## config.mk

```make
export PLATFORM = sky130hd
export DESIGN_NAME = prc_top
export DESIGN_NICKNAME = d
export VERILOG_FILES = /design/src/design/prc_pkg.sv /design/src/design/prc_ram.sv /design/src/design/prc_sync.sv /design/src/design/prc_top.sv
export VERILOG_INCLUDE_DIRS = /design/src /design/src/design
export SDC_FILE = /design/constraint.sdc
export NUM_CORES = 1
export LEC_CHECK = 0
export BUFFER_PORTS_ARGS = -buffer_cell sky130_fd_sc_hd__clkbuf_2
export CORE_ASPECT_RATIO = 2
export CORE_UTILIZATION = 55
export DETAILED_ROUTE_END_ITERATION = 8
export PLACE_DENSITY = 0.79
export SLEW_MARGIN = 20
export SYNTH_ARGS = -nofsm -noshare
export SYNTH_HDL_FRONTEND = slang
export SYNTH_SLANG_ARGS = --single-unit
```

## constraint.sdc

```tcl
create_clock -name clk -period 2.84 [get_ports clk]
set_input_delay 0.142 -clock clk [delete_from_list [all_inputs] [get_ports clk]]
set_output_delay 0.142 -clock clk [all_outputs]
set_load 0.005 [all_outputs]
```

## src/design/prc_consts.svh

```systemverilog
// Constants for the port, reset and clock block
`ifndef PRC_CONSTS_SVH
`define PRC_CONSTS_SVH
// ***************************************
// Clock and timing
// ***************************************
`define PRC_CLK_PERIOD_NS 5
`define PRC_MC_OSC        12
`define PRC_MC_PHASES     6
`define PRC_RST_MC        2
`define PRC_RST_CLKS      (`PRC_MC_OSC * `PRC_RST_MC)
// ***************************************
// Port layout and reset values
// ***************************************
`define PRC_PORT_RST      8'hff
`define PRC_P1_PULLUP     8'hfc
`define PRC_P3_PULLUP     8'hbf
`define PRC_P3_GPIO       8'hbf
`define PRC_P1_CMP_PLUS   0
`define PRC_P1_CMP_MINUS  1
`define PRC_P3_RXD        0
`define PRC_P3_TXD        1
`define PRC_P3_IRQ0       2
`define PRC_P3_IRQ1       3
`define PRC_P3_CNT0       4
`define PRC_P3_CNT1       5
`define PRC_P3_CMP        6
`define PRC_RAM_WORDS     128
`define PRC_RAM_AW        7
`endif

```

## src/design/prc_pkg.sv

```systemverilog
// Types shared by the port, reset and clock block
package prc_pkg;
  typedef enum logic [1:0] {
    PRC_RUN   = 2'b00,
    PRC_IDLE  = 2'b01,
    PRC_PDOWN = 2'b10
  } prc_mode_t;

  typedef struct packed {
    logic       wr;
    logic       sel3;
    logic       rd_latch;
    logic [7:0] wdata;
  } prc_port_req_t;

  typedef struct packed {
    logic       we;
    logic [6:0] addr;
    logic [7:0] wdata;
  } prc_ram_req_t;

  typedef struct packed {
    logic rxd;
    logic irq0;
    logic irq1;
    logic cnt0;
    logic cnt1;
  } prc_alt_in_t;
endpackage : prc_pkg

```

## src/design/prc_ram.sv

```systemverilog
// On-chip data RAM, contents kept through reset
`timescale 1ns/1ps
`include "prc_consts.svh"
module prc_ram #(
  parameter int WORDS = `PRC_RAM_WORDS,
  parameter int AW    = `PRC_RAM_AW
) (
  // Clock and reset
  input  wire logic          clk,
  input  wire logic          nrst,
  // Access
  input  wire logic          en,
  input  wire logic          we,
  input  wire logic [AW-1:0] addr,
  input  wire logic [7:0]    wdata,
  output logic      [7:0]    rdata_r
);
  logic [7:0] mem [WORDS];

  always_ff @(posedge clk) begin
    if (en && we) begin
      mem[addr] <= wdata;
    end
  end

  always_ff @(posedge clk or negedge nrst) begin
    if (!nrst) begin
      rdata_r <= 8'h00;
    end else if (en) begin
      rdata_r <= mem[addr];
    end
  end
endmodule : prc_ram

```

## src/design/prc_sync.sv

```systemverilog
// Two-flop synchroniser for pin inputs
`timescale 1ns/1ps
module prc_sync #(
  parameter int W = 8
) (
  // Clock and reset
  input  wire logic         clk,
  input  wire logic         nrst,
  // Data
  input  wire logic [W-1:0] d,
  output logic      [W-1:0] q
);
  logic [W-1:0] meta_r;

  always_ff @(posedge clk or negedge nrst) begin
    if (!nrst) begin
      meta_r <= '0;
      q      <= '0;
    end else begin
      meta_r <= d;
      q      <= meta_r;
    end
  end
endmodule : prc_sync

```

## src/design/prc_top.sv

```systemverilog
// Port, reset, clock and power-mode logic
// How it works
// - Port one: eight two-way pins, each output from latch or input.
// - Port one bits 2..7 have pull-ups; bits 0,1 only pull low.
// - Port one bits 0,1 feed comparator plus and minus inputs.
// - Port three: seven two-way pins with pull-ups, bits 0..5 and 7.
// - Port three bit 6 reads comparator output, no general-purpose use.
// - Port three alternates: serial rx/tx, irq zero/one, count zero/one.
// - Programming: port one carries code bytes, port three controls.
// - Reset pin high forces all pins to one with no clock.
// - Full reset only after reset pin high two machine cycles.
// - One machine cycle is twelve oscillator periods.
// - Oscillator input goes through a divide-by-two stage.
// - Idle stops CPU; RAM, timers, serial, interrupts keep running.
// - Power-down freezes oscillator, keeps RAM, until hardware reset.
// - Idle ends on any enabled interrupt or hardware reset.
// - Reset restores register defaults, RAM contents untouched.
`timescale 1ns/1ps
`include "prc_consts.svh"
module prc_top
  import prc_pkg::*;
#(
  parameter int MC_OSC  = `PRC_MC_OSC,
  parameter int RST_MC  = `PRC_RST_MC
) (
  // Clock and power-on reset
  input  wire logic          clk,
  input  wire logic          nrst,
  // Board pins
  input  wire logic          reset_input_pin,
  input  wire logic [7:0]    p1_pin_i,
  output logic      [7:0]    p1_pin_o,
  output logic      [7:0]    p1_pin_oe_n,
  output logic      [7:0]    p1_pullup_en,
  input  wire logic [7:0]    p3_pin_i,
  output logic      [7:0]    p3_pin_o,
  output logic      [7:0]    p3_pin_oe_n,
  output logic      [7:0]    p3_pullup_en,
  output logic               osc_amp_output,
  // Comparator
  input  wire logic          cmp_out,
  output logic               comparator_plus_input,
  output logic               comparator_minus_input,
  // Core port access
  input  wire prc_port_req_t port_req,
  output logic      [7:0]    port_rdata,
  input  wire logic [7:0]    p3_alt_out,
  output prc_alt_in_t        alt_in,
  // Core RAM access
  input  wire prc_ram_req_t  ram_req,
  input  wire logic          ram_en,
  output logic      [7:0]    ram_rdata,
  // Power modes
  input  wire logic          idle_req,
  input  wire logic          pdown_req,
  input  wire logic          irq_pending,
  output prc_mode_t          mode,
  output logic               cpu_clk_en,
  output logic               periph_clk_en,
  output logic               mc_tick,
  output logic               sys_rst,
  // Flash programming
  input  wire logic          prog_mode,
  input  wire logic          prog_drive,
  input  wire logic [7:0]    prog_data_out,
  output logic      [7:0]    prog_data_in,
  output logic      [7:0]    prog_ctrl
);
  // ***************************************
  // Constants and local signals
  // ***************************************
  localparam int RST_CLKS = MC_OSC * RST_MC;
  localparam int PHASES   = MC_OSC / 2;
  localparam int CW       = $clog2(RST_CLKS + 1);
  localparam int PW       = $clog2(PHASES);

  logic [7:0]     p1_sync;
  logic [7:0]     p3_sync;
  logic           rstp_sync;
  logic           cmp_sync;
  logic [7:0]     p1_lat_r;
  logic [7:0]     p3_lat_r;
  logic [CW-1:0]  rst_cnt_r;
  logic           div2_r;
  logic [PW-1:0]  phase_r;
  prc_mode_t      mode_nxt;
  logic [7:0]     p1_oe_nxt;
  logic [7:0]     p3_oe_nxt;
  logic [7:0]     rd_nxt;

  // ***************************************
  // Input synchronisers
  // ***************************************
  prc_sync #(.W(8)) u_p1_sync (
    .clk  (clk),
    .nrst (nrst),
    .d    (p1_pin_i),
    .q    (p1_sync)
  );

  prc_sync #(.W(8)) u_p3_sync (
    .clk  (clk),
    .nrst (nrst),
    .d    (p3_pin_i),
    .q    (p3_sync)
  );

  prc_sync #(.W(2)) u_misc_sync (
    .clk  (clk),
    .nrst (nrst),
    .d    ({reset_input_pin, cmp_out}),
    .q    ({rstp_sync, cmp_sync})
  );

  // ***************************************
  // Reset qualification
  // ***************************************
  wire osc_run   = (mode != PRC_PDOWN);
  wire rst_full  = (rst_cnt_r == CW'(RST_CLKS));
  wire pin_clr_n = nrst & ~reset_input_pin;
  wire cnt_inc   = rstp_sync && !rst_full;

  // Counts high samples; reset pin restarts a frozen oscillator
  always_ff @(posedge clk or negedge nrst) begin
    if (!nrst) begin
      rst_cnt_r <= '0;
    end else if (!rstp_sync) begin
      rst_cnt_r <= '0;
    end else if (cnt_inc) begin
      rst_cnt_r <= rst_cnt_r + CW'(1);
    end
  end

  always_ff @(posedge clk or negedge nrst) begin
    if (!nrst) begin
      sys_rst <= 1'b1;
    end else begin
      sys_rst <= rst_full;
    end
  end

  // ***************************************
  // Clock divider and machine cycle
  // ***************************************
  wire phase_en = osc_run && div2_r;
  wire phase_wr = (phase_r == PW'(PHASES - 1));

  always_ff @(posedge clk or negedge nrst) begin
    if (!nrst) begin
      div2_r  <= 1'b0;
      phase_r <= '0;
      mc_tick <= 1'b0;
    end else begin
      if (osc_run || rstp_sync) begin
        div2_r <= ~div2_r;
      end
      if (phase_en) begin
        phase_r <= phase_wr ? '0 : phase_r + PW'(1);
      end
      mc_tick <= phase_en && phase_wr;
    end
  end

  always_ff @(posedge clk or negedge nrst) begin
    if (!nrst) begin
      osc_amp_output <= 1'b1;
    end else if (osc_run) begin
      osc_amp_output <= ~div2_r;
    end
  end

  // ***************************************
  // Power modes
  // ***************************************
  always_comb begin
    mode_nxt = mode;
    unique case (mode)
      PRC_RUN: begin
        if (pdown_req) begin
          mode_nxt = PRC_PDOWN;
        end else if (idle_req) begin
          mode_nxt = PRC_IDLE;
        end
      end
      PRC_IDLE: begin
        if (irq_pending) begin
          mode_nxt = PRC_RUN;
        end
      end
      PRC_PDOWN: begin
        mode_nxt = PRC_PDOWN;
      end
      default: begin
        mode_nxt = PRC_RUN;
      end
    endcase
  end

  always_ff @(posedge clk or negedge nrst) begin
    if (!nrst) begin
      mode          <= PRC_RUN;
      cpu_clk_en    <= 1'b0;
      periph_clk_en <= 1'b0;
    end else begin
      mode          <= rst_full ? PRC_RUN : mode_nxt;
      // Next mode, so no CPU pulse leaks out on the edge that enters idle or power-down
      cpu_clk_en    <= phase_en && phase_wr && mode_nxt == PRC_RUN && !rst_full;
      periph_clk_en <= phase_en && phase_wr && !rst_full;
    end
  end

  // ***************************************
  // Port latches
  // ***************************************
  wire wr_p1 = port_req.wr && !port_req.sel3 && mode == PRC_RUN;
  wire wr_p3 = port_req.wr &&  port_req.sel3 && mode == PRC_RUN;

  always_ff @(posedge clk or negedge nrst) begin
    if (!nrst) begin
      p1_lat_r <= `PRC_PORT_RST;
      p3_lat_r <= `PRC_PORT_RST;
    end else if (rst_full) begin
      p1_lat_r <= `PRC_PORT_RST;
      p3_lat_r <= `PRC_PORT_RST;
    end else begin
      if (wr_p1) begin
        p1_lat_r <= port_req.wdata;
      end
      if (wr_p3) begin
        p3_lat_r <= port_req.wdata | ~`PRC_P3_GPIO;
      end
    end
  end

  // ***************************************
  // Pin drive
  // ***************************************
  // Released when one; pulled high only where a pull-up exists
  assign p1_oe_nxt = (prog_mode && prog_drive) ? prog_data_out
                                               : p1_lat_r;
  assign p3_oe_nxt = (p3_lat_r & p3_alt_out) | ~`PRC_P3_GPIO;

  // Reset pin releases every pin at once, without a clock edge
  always_ff @(posedge clk or negedge pin_clr_n) begin
    if (!pin_clr_n) begin
      p1_pin_oe_n <= `PRC_PORT_RST;
      p3_pin_oe_n <= `PRC_PORT_RST;
    end else begin
      p1_pin_oe_n <= p1_oe_nxt;
      p3_pin_oe_n <= p3_oe_nxt;
    end
  end

  always_ff @(posedge clk or negedge nrst) begin
    if (!nrst) begin
      p1_pin_o     <= 8'h00;
      p3_pin_o     <= 8'h00;
      p1_pullup_en <= `PRC_P1_PULLUP;
      p3_pullup_en <= `PRC_P3_PULLUP;
    end else begin
      p1_pin_o     <= 8'h00;
      p3_pin_o     <= 8'h00;
      p1_pullup_en <= `PRC_P1_PULLUP;
      p3_pullup_en <= `PRC_P3_PULLUP;
    end
  end

  // ***************************************
  // Pin and latch read
  // ***************************************
  wire [7:0] p3_rd_pin = {p3_sync[7], cmp_sync, p3_sync[5:0]};

  assign rd_nxt = port_req.sel3
                  ? (port_req.rd_latch ? p3_lat_r : p3_rd_pin)
                  : (port_req.rd_latch ? p1_lat_r : p1_sync);

  always_ff @(posedge clk or negedge nrst) begin
    if (!nrst) begin
      port_rdata             <= 8'h00;
      alt_in                 <= '1;
      comparator_plus_input  <= 1'b1;
      comparator_minus_input <= 1'b1;
      prog_data_in           <= 8'h00;
      prog_ctrl              <= 8'h00;
    end else begin
      port_rdata             <= rd_nxt;
      alt_in.rxd             <= p3_sync[`PRC_P3_RXD];
      alt_in.irq0            <= p3_sync[`PRC_P3_IRQ0];
      alt_in.irq1            <= p3_sync[`PRC_P3_IRQ1];
      alt_in.cnt0            <= p3_sync[`PRC_P3_CNT0];
      alt_in.cnt1            <= p3_sync[`PRC_P3_CNT1];
      comparator_plus_input  <= p1_sync[`PRC_P1_CMP_PLUS];
      comparator_minus_input <= p1_sync[`PRC_P1_CMP_MINUS];
      prog_data_in           <= prog_mode ? p1_sync : 8'h00;
      prog_ctrl              <= prog_mode ? p3_sync : 8'h00;
    end
  end

  // ***************************************
  // Data RAM
  // ***************************************
  // Blocked in power-down and while reset is held
  wire ram_ok = ram_en && mode != PRC_PDOWN && !rstp_sync;

  prc_ram u_ram (
    .clk     (clk),
    .nrst    (nrst),
    .en      (ram_ok),
    .we      (ram_req.we),
    .addr    (ram_req.addr),
    .wdata   (ram_req.wdata),
    .rdata_r (ram_rdata)
  );
endmodule : prc_top

```

Yosys cells after proc, flatten, opt, wreduce, memory -nomap -nowiden
Memories as Yosys holds them, arrays and structs flattened. A register that Yosys moved wholly into a read port is not among the register bits.
Cells that the tools add are included.
{"block": "totals", "output_inout_bits": 94, "ram_bits": 1024, "word_cells": 85, "mem_count": 1, "in_bits": 69, "reg_bits": 114}
{"name": "u_ram.mem", "words": 128, "word_bits": 8, "rd": 1, "rd_clocked_by_memory_dff": 1, "write_ports": 1, "line": "prc_ram.sv:18", "source": "logic [7:0] mem [WORDS];"}
{"block": "op_classes", "n_reduce_logical": 23, "bitwise_logic": 4, "n_mux": 20, "addsub": 2, "eq_ne": 6}
{"cell": "8-bit two-way mux", "n": 10}
{"cell": "1-bit logical AND", "n": 14}
{"cell": "5-bit two-way mux", "n": 2}
{"cell": "8-bit bitwise AND", "n": 1}
{"cell": "2-bit two-way mux", "n": 4}
{"cell": "2-bit case mux with 3 select lines", "n": 1}
{"cell": "5-bit by 1-bit adder with 5-bit output, second input constant", "n": 1}
{"cell": "5-bit equality test, second input constant", "n": 1}
{"cell": "1-bit logical NOT", "n": 4}
{"cell": "2-bit logical NOT", "n": 2}
{"cell": "2-bit != test, second input constant", "n": 2}
{"cell": "2-bit nonzero test", "n": 2}
{"cell": "3-bit by 1-bit adder with 3-bit output, second input constant", "n": 1}
{"cell": "3-bit equality test, second input constant", "n": 1}
{"cell": "3-bit two-way mux", "n": 1}
{"cell": "2-bit by 1-bit equality test with 1-bit output, second input constant", "n": 1}
{"cell": "2-bit equality test, second input constant", "n": 1}
{"cell": "1-bit two-way mux", "n": 2}
{"cell": "1-bit inverter", "n": 2}
{"cell": "1-bit bitwise AND", "n": 1}
{"cell": "1-bit logical OR", "n": 1}

Longest topological paths before layout
Gate-level depths: netlist (run 1).
{"block": "logic_depth", "word_depth": 6, "depth_mapped": 11, "mapped_depth_nobuf": 6}

Cells and area by module
From an unflattened synthesis (run 1), not the netlist that was laid out.
{"block": "unflattened", "cells_unflattened": 2571, "hier_area_um2": 44880.5}
{"mod": "prc_ram", "area_each_um2": 40735.3, "seq_area_each_um2": 30949.7, "cells_per_inst": 2284, "n_inst": 1}
{"mod": "prc_top", "area_each_um2": 3244.4, "seq_area_each_um2": 1975.6, "cells_per_inst": 251, "n_inst": 1}
{"mod": "prc_sync at u_p1_sync ...", "area_each_um2": 400.4, "seq_area_each_um2": 400.4, "cells_per_inst": 16, "n_inst": 2}
{"mod": "prc_sync at u_misc_sync", "area_each_um2": 100.1, "seq_area_each_um2": 100.1, "cells_per_inst": 4, "n_inst": 1}

Least setup slack after synthesis (run 1)
Ideal clock, no wire load.
{"block": "synth_path", "kind": "register -> register", "from": "reg mode[0]", "to": "mem u_ram.mem[41][0] (enable)", "stages_incl_launch_ff": 9, "path_slack_ns": 0.278, "period_less_slack_ns": 2.562, "arrival_time_ns": 2.192, "required_ns": 2.470, "path_buffers": 3, "setup_time_ns": 0.370, "cell_sequence": "dfrtp_1 -> nand2b_1 -> and3b_1 -> clkbuf_1 -> and2_1 -> clkbuf_1 -> nand3_1 -> clkbuf_1 -> nor2_1"}
{"block": "synth_via", "elab_chain_cells": 6}
{"element": "start: declaration", "line": "prc_top.sv:57", "source": "output prc_mode_t mode,"}
{"element": "start signal: assignment", "line": "prc_top.sv:205", "source": "mode <= rst_full ? PRC_RUN : mode_nxt;"}
{"element": "2-bit != test", "line": "prc_top.sv:303", "source": "wire ram_ok = ram_en && mode != PRC_PDOWN && !rstp_sync;"}
{"element": "1-bit logical AND (2 in a row)", "line": "prc_top.sv:303"}
{"element": "1-bit logical AND", "line": "prc_ram.sv:21", "source": "if (en && we) begin"}
{"element": "1-bit two-way mux", "line": "prc_ram.sv:21"}
{"element": "1-bit two-way mux (not written as such)", "line": "prc_ram.sv:22", "source": "mem[addr] <= wdata;"}
{"element": "end: declaration", "line": "prc_ram.sv:18"}
No other way between the ends.

Worst setup path after layout (run 1)
{"block": "layout_path", "from": "reg mode[0]", "to": "mem u_ram.mem[121][1] (enable)"}
Same word-level chain as after synthesis.

==> results of run 1 <==
[timing repair]
action	in CTS	in global routing
hold buffers	58	0
gates resized for setup	0	0
hold endpoints to repair	263	0
[worst paths after layout]
kind / end / slack (ns)
worst max-delay path: u_ram.mem[121][1] / 0.15
worst min-delay path: prog_data_in[1] / 0.02
worst max register to register: u_ram.mem[121][1] / 0.15
worst min register to register: u_misc_sync.q[1] / 0.35
max in group asynchronous: p1_pin_oe_n[7] / 1.82
min in group asynchronous: u_p3_sync.meta_r[1] / 0.11
[cells by family after synthesis]
family | count (synthesis)
AND/OR/NAND/NOR | 463
other | 2
AO/OA/AOI/OAI | 362
multiplexers | 270
XOR/XNOR | 5
adder cells (fa/ha/maj) | 2
flip-flops | 1145
buffers and inverters | 190
[cell type report]
cell class	count	area, um^2
Antenna cell	1	2.50
Inverter	8	30.0
Fill cell	4981	27900
Multi-Input combinational cell	1135	9710
Timing Repair Buffer	536	4230
Sequential cell	1145	33800
Tap cell	1043	1310
Clock buffer	111	2460
Clock inverter	53	577
[through the flow]
stage                     total power, W  TNS, ns  instances  utilization  instance area, um^2
after floorplan                   0.0202        0       2470            -                44500
after global placement            0.0214  -0.0512       3808        0.606                48500
after detailed placement          0.0215  -0.0151       3808        0.606                48500
after CTS                         0.0343        0       4030        0.651                52100
after global routing              0.0351        0       4031        0.652                52100
final                             0.0343        0       4032        0.652                52100
[layer usage]
layer,vias to the layer above,wire length [um],track usage
met5,-,0,0
met4,0,12500,0.257
met3,568,10500,0.0565
met2,1881,64500,0.543
met1,13300,37800,0.320
li1,10700,-,-
[cell usage after synthesis, types with 9 or more instances]
cell          n  area share
a211oi_1     10      0.0017
a21oi_1      53      0.0060
a221o_1      13      0.0029
a221oi_1    105       0.021
a22oi_1      51      0.0086
and2_1       33      0.0047
buf_1        11     0.00093
buf_2        43      0.0048
buf_4        51      0.0086
clkbuf_1     68      0.0057
dfrtp_1      82       0.046
dfstp_2      39       0.023
edfxtp_1   1024        0.69
mux2_2       61       0.015
mux2i_1      63       0.014
mux4_2      146       0.074
nand2_1     113      0.0096
nand2b_1     23      0.0032
nand3_1      42      0.0047
nor2_1      187       0.016
nor2b_1      16      0.0023
o211ai_1     10      0.0017
o21ai_0      27      0.0030
o2bb2ai_1    15      0.0030
o31ai_1       9      0.0015
[power by group through the flow]
stage / logic (W) / clock network, W / registers (W)
after floorplan: 0.00108 / 0 / 0.0192
after global placement: 0.00218 / 0 / 0.0192
after detailed placement: 0.00224 / 0 / 0.0192
after CTS: 0.00232 / 0.0131 / 0.0189
after global routing: 0.00248 / 0.0137 / 0.0189
final: 0.00239 / 0.0131 / 0.0189
[worst register-to-register path: cells and delay by family (launching register included)]
family	cells	cell delay, ns
buffers and inverters	2	0.48
DFF	1	0.46
and+or+nand+nor	5	1.46
==> results.json, run 1 <==
{
  "critical_path.startpoint_type": "flop",
  "timing.final.crit_share": 0.949,
  "final_antenna_net_count": 0,
  "clkPwrFrac": 0.380,
  "fp.dieH_um": 404,
  "mapped_cells": 2439,
  "mux_cell_area_share_after_synthesis": 0.104,
  "critical_path_required_ns": 3.21,
  "layout-drive-gt1-share": 0.294,
  "post_drt_wl_per_cell_um": 31.1,
  "clkLatencyLatePin_ns": 0.68,
  "syn_area_mm2": 0.0444,
  "mostFrequentLayoutCells": "edfxtp_1 (1,024), buf_4 (333), nor2_1 (186)",
  "grt_overflow_total": 0,
  "yosys.area_share.adder": 0.000564,
  "synth.avg_cell_area_um2": 18.2,
  "crit_path_start": "mode[0]",
  "final.min_clock_period_ns": 2.69,
  "static_leak_nw": 17.9,
  "synth-warning-count": 0,
  "timing.max_cap.violations": 0,
  "timing.final.ws_setup_ns": 0.146,
  "grt_start_max_net_pins": 84,
  "asyncSetResetFlopFracSynth": 0.106,
  "status": "completed",
  "cp_max_fo": 8,
  "timing.hold.worst_path_depth": 2,
  "postRouteWirelength_mm": 125,
  "detail_route.first_pass.iterations": 8,
  "floorplan.initialDensity": 0.555,
  "tritoncts.num_buffers": 90,
  "critPathArrivalTime_ns": 3.06,
  "flow.area_growth_from_synthesis_pct": 17.4,
  "skew_ns": 0.0263,
  "swShare": 0.217,
  "top_level_ports": 163,
  "first_global_vias": 27400,
  "sequential_share_of_the_synthesized_area": 0.762,
  "power.net_switching_w": 0.00746,
  "seq_power_share": 0.550,
  "internal-power_w": 0.0269,
  "cp_slowest_stage_delay_ns": 0.48,
  "final_nets": 2987,
  "slew_violations": 0,
  "clock-root-buffer": "clkbuf_16",
  "reg2reg_from": "mode[0]",
  "worst_hold_slack_ns": 0.0233,
  "powerDensity_mw_per_mm2": 659,
  "post-place-ws_ns": -0.0151,
  "clockBufferDepth": 3,
  "max_ffs_per_register": 1024,
  "globalplace.congestion": 0.961,
  "grt_util_all_layers": 0.310,
  "num_rows": 147,
  "slew_headroom": 0.367,
  "initial_antenna_violation_count": 0,
  "synth_top_family_by_area": "multiplexers",
  "cts.sink_count": 1145,
  "post-dp-hpwl_mm": 82.7,
  "critical_path.n_buffers_inverters": 2,
  "detail_route.drc_violations": 0,
  "die_area_mm2": 0.0819,
  "die-width_um": 203,
  "path_delay_family": "simple AND/OR/NAND/NOR gates",
  "place.port_buffers": 128,
  "synth-edff-count": 1024,
  "synth_simple_gate_area_share": 0.0475,
  "worst-slew-pin-transition_ns": 0.949,
  "setup_violations": 0,
  "unrepaired_setup_endpoints_after_global_routing": "no",
  "path_common_cell": "buf_4",
  "path_cells": "nand2b_1 -> and3b_1 -> and2_1 -> nand3_1 -> buf_4 -> nor2_1 -> buf_4",
  "path_depth": 7,
  "share_of_the_synthesized_netlist_area_taken_by_xor_and_xnor_gates": 0.000986,
  "power.combinational.fraction": 0.070,
  "timing.critical_path.slowest_stage_cell": "and2_1",
  "registers.top_by_ff_count": "u_ram.mem",
  "routed-via-count": 26400,
  "endpoint_kind": "flop",
  "fmax_mhz": 371,
  "post-cts-setup-buffers": 0,
  "final_count_of_hold_timing_violations": 0,
  "wire_length_of_the_first_global_routing_pass_mm": 180,
  "core-area_mm2": 0.0800,
  "detail_route.vias_per_cell": 6.54,
  "drtIter0Drc": 3271,
  "hold_crit_start": "prog_mode",
  "tritoncts": "done",
  "leading_cell_type_in_the_layout_fill_and_taps_excluded": "edfxtp_1",
  "worst_setup_hold_path_clk_slew_ns": 0.07,
  "timing.setup.critical_path_class": "flop to flop",
  "synth_cell_type_count": 72,
  "ys_dominant_reg_cell": "edfxtp_1",
  "irDropWorstVdd_mv": 0.487,
  "htree_num_levels": 3,
  "synth_compound_area_frac": 0.0622,
  "reg2reg_depth": 7,
  "ys_ff_latch": 1145,
  "hold_path_class": "primary input to flop"
}
No activity file was read; power rests on OpenSTA's default activity.
==> run 2: changes to the inputs <==
--- a/config.mk
+++ b/config.mk
@@ -10,8 +10,9 @@
 export CORE_ASPECT_RATIO = 2
 export CORE_UTILIZATION = 55
 export DETAILED_ROUTE_END_ITERATION = 8
-export PLACE_DENSITY = 0.79
+export PLACE_DENSITY_LB_ADDON = 0.3
 export SLEW_MARGIN = 20
 export SYNTH_ARGS = -nofsm -noshare
 export SYNTH_HDL_FRONTEND = slang
 export SYNTH_SLANG_ARGS = --single-unit
+export TNS_END_PERCENT = 1
==> constraint.sdc (replaced) <==
create_clock -name clk -period 2.6 [get_ports clk]
set_input_delay 0.13 -clock clk [delete_from_list [all_inputs] [get_ports clk]]
set_output_delay 0.13 -clock clk [all_outputs]
set_load 0.005 [all_outputs]
==> results.json, run 2 (synthesis gave the netlist of run 1 again) <==
{
  "timing.final.ws_setup_ns": 0.232,
  "post-cts-setup-buffers": 0,
  "top_level_ports": 163,
  "critical_path_required_ns": 2.99,
  "static_leak_nw": 18.2,
  "fmax_mhz": 422,
  "final_count_of_hold_timing_violations": 0,
  "globalplace.congestion": 0.974,
  "max_ffs_per_register": 1024,
  "setup_violations": 0,
  "leading_cell_type_in_the_layout_fill_and_taps_excluded": "edfxtp_1",
  "final.min_clock_period_ns": 2.37,
  "post-place-ws_ns": -0.241,
  "post_drt_wl_per_cell_um": 31.2,
  "layout-drive-gt1-share": 0.306,
  "die-width_um": 203,
  "reg2reg_from": "mode[1]",
  "worst-slew-pin-transition_ns": 0.849,
  "r2r_end": "u_ram.mem[125][6]",
  "reg2reg_depth": 7,
  "mostFrequentLayoutCells": "edfxtp_1 (1,024), buf_4 (370), nor2_1 (186)",
  "detail_route.drc_violations": 0,
  "initial_antenna_violation_count": 3,
  "wire_length_of_the_first_global_routing_pass_mm": 182,
  "timing.hold.worst_path_depth": 2,
  "first_global_vias": 27200,
  "crit_path_start": "mode[1]",
  "grt_util_met2": 0.559,
  "detail_route.vias_per_cell": 6.40,
  "timing.final.crit_share": 0.911,
  "final_antenna_net_count": 0,
  "grt_util_all_layers": 0.317,
  "detail_route.first_pass.iterations": 6,
  "cts.sink_count": 1145,
  "clockBufferDepth": 3,
  "irDropWorstVdd_mv": 0.462,
  "fp.dieH_um": 404,
  "drtIter0Drc": 2908,
  "clock-root-buffer": "clkbuf_16",
  "die_area_mm2": 0.0819,
  "clkLatencyLatePin_ns": 0.70,
  "postRouteWirelength_mm": 128,
  "tritoncts.num_buffers": 92,
  "dp.cells": 3852,
  "floorplan.initialDensity": 0.555,
  "antenna-diode-count": 0,
  "hold_path_end": "u_ram.mem[58][1]",
  "post-dp-hpwl_mm": 85.9,
  "final-instance-count-excl-fill": 4088,
  "hold_path_class": "primary input to flop",
  "globalRouteMet1Util": 0.327,
  "grt_start_max_net_pins": 129,
  "flow.area_growth_from_synthesis_pct": 18.8,
  "unrepaired_setup_endpoints_after_global_routing": "no",
  "place.port_buffers": 128,
  "registers.top_by_ff_count": "u_ram.mem",
  "grt-busiest-layer": "met2",
  "routed-via-count": 26200,
  "timing.max_cap.violations": 0,
  "skew_ns": 0.0284,
  "cp_max_fo": 11,
  "core-area_mm2": 0.0800,
  "critical_path.startpoint_type": "flop",
  "timing.setup.critical_path_class": "flop to flop",
  "setup.reg_to_reg.worst_slack_ns": 0.23,
  "slew_violations": 0,
  "slew_headroom": 0.431,
  "worst_setup_hold_path_clk_slew_ns": 0.07,
  "endpoint_kind": "flop",
  "tritoncts": "done",
  "num_rows": 147,
  "status": "completed",
  "grt_overflow_total": 0,
  "critPathArrivalTime_ns": 2.76,
  "hold_crit_start": "ram_req[1]",
  "htree_num_levels": 3,
  "powerDensity_mw_per_mm2": 721,
  "final_nets": 3042,
  "globalRouteMet3Util": 0.0507
}
[run 2: routing by layer]
layer | part of all wire | vias to the layer above | wire length, um
met3 | 0.071 | 490 | 9050
li1 | - | 10800 | -
met2 | 0.52 | 1574 | 66900
met4 | 0.094 | 4 | 12000
met1 | 0.31 | 13300 | 39700
met5 | 0.00019 | - | 24
[run 2: metrics by stage]
step / hold WS (ns) / instance area, um^2 / setup TNS, ns / power, W / util
after CTS: 0.00597 / 52800 / 0 / 0.0381 / 0.659
after detailed placement: 0.120 / 48900 / -0.686 / 0.0236 / 0.611
after global routing: 0.0257 / 52800 / 0 / 0.0389 / 0.659
final: 0.00653 / 52800 / 0 / 0.0381 / 0.659
after global placement: 0.108 / 48900 / -0.614 / 0.0235 / 0.611
after floorplan: -0.166 / 44500 / 0 / 0.0221 / -
[run 2: what timing repair did]
item,in CTS,in global routing
endpoints found under the hold margin,300,0
hold buffers,68,0
setup endpoints to repair,0,10
resized for setup,0,1
[run 2: how the worst max path moves through the flow]
stage / slack, ns / depth (start not counted) / endpoint
2_1_floorplan: 0.04 / 8 / u_ram.mem[41][0]
3_3_place_gp: -0.31 / 9 / u_ram.rdata_r[4]
3_5_place_dp: -0.24 / 10 / u_ram.rdata_r[4]
4_1_cts: 0.13 / 7 / u_ram.mem[125][6]
5_1_grt: 0.14 / 7 / u_ram.mem[126][4]
6_report: 0.23 / 7 / u_ram.mem[125][6]
[run 2: power by group]
group / switching (W) / total (W) / internal (W) / leakage, nW
logic: 0.00161 / 0.00274 / 0.00113 / 6.07
clock network: 0.00651 / 0.0147 / 0.00816 / 1.50
registers: 0.000247 / 0.0206 / 0.0204 / 10.6
[run 2: area by class of cell]
class                   count  area [um^2]
flip-flops and latches   1145        33800
repair buffers            589         4740
well taps                1043         1310
multi-input cells        1135         9700
clock inverters            64          766
fillers                  5171        27200
inverters                   8         30.0
clock buffers             104         2390
[run 2: worst max-delay path, stage by stage (launching register included)]
cell and delay, ns:
dfrtp_1 0.44, nand2b_1 0.24, and3b_1 0.24, and2_2 0.31, nand3_1 0.13, buf_4 0.27
nor2_1 0.21, buf_4 0.21
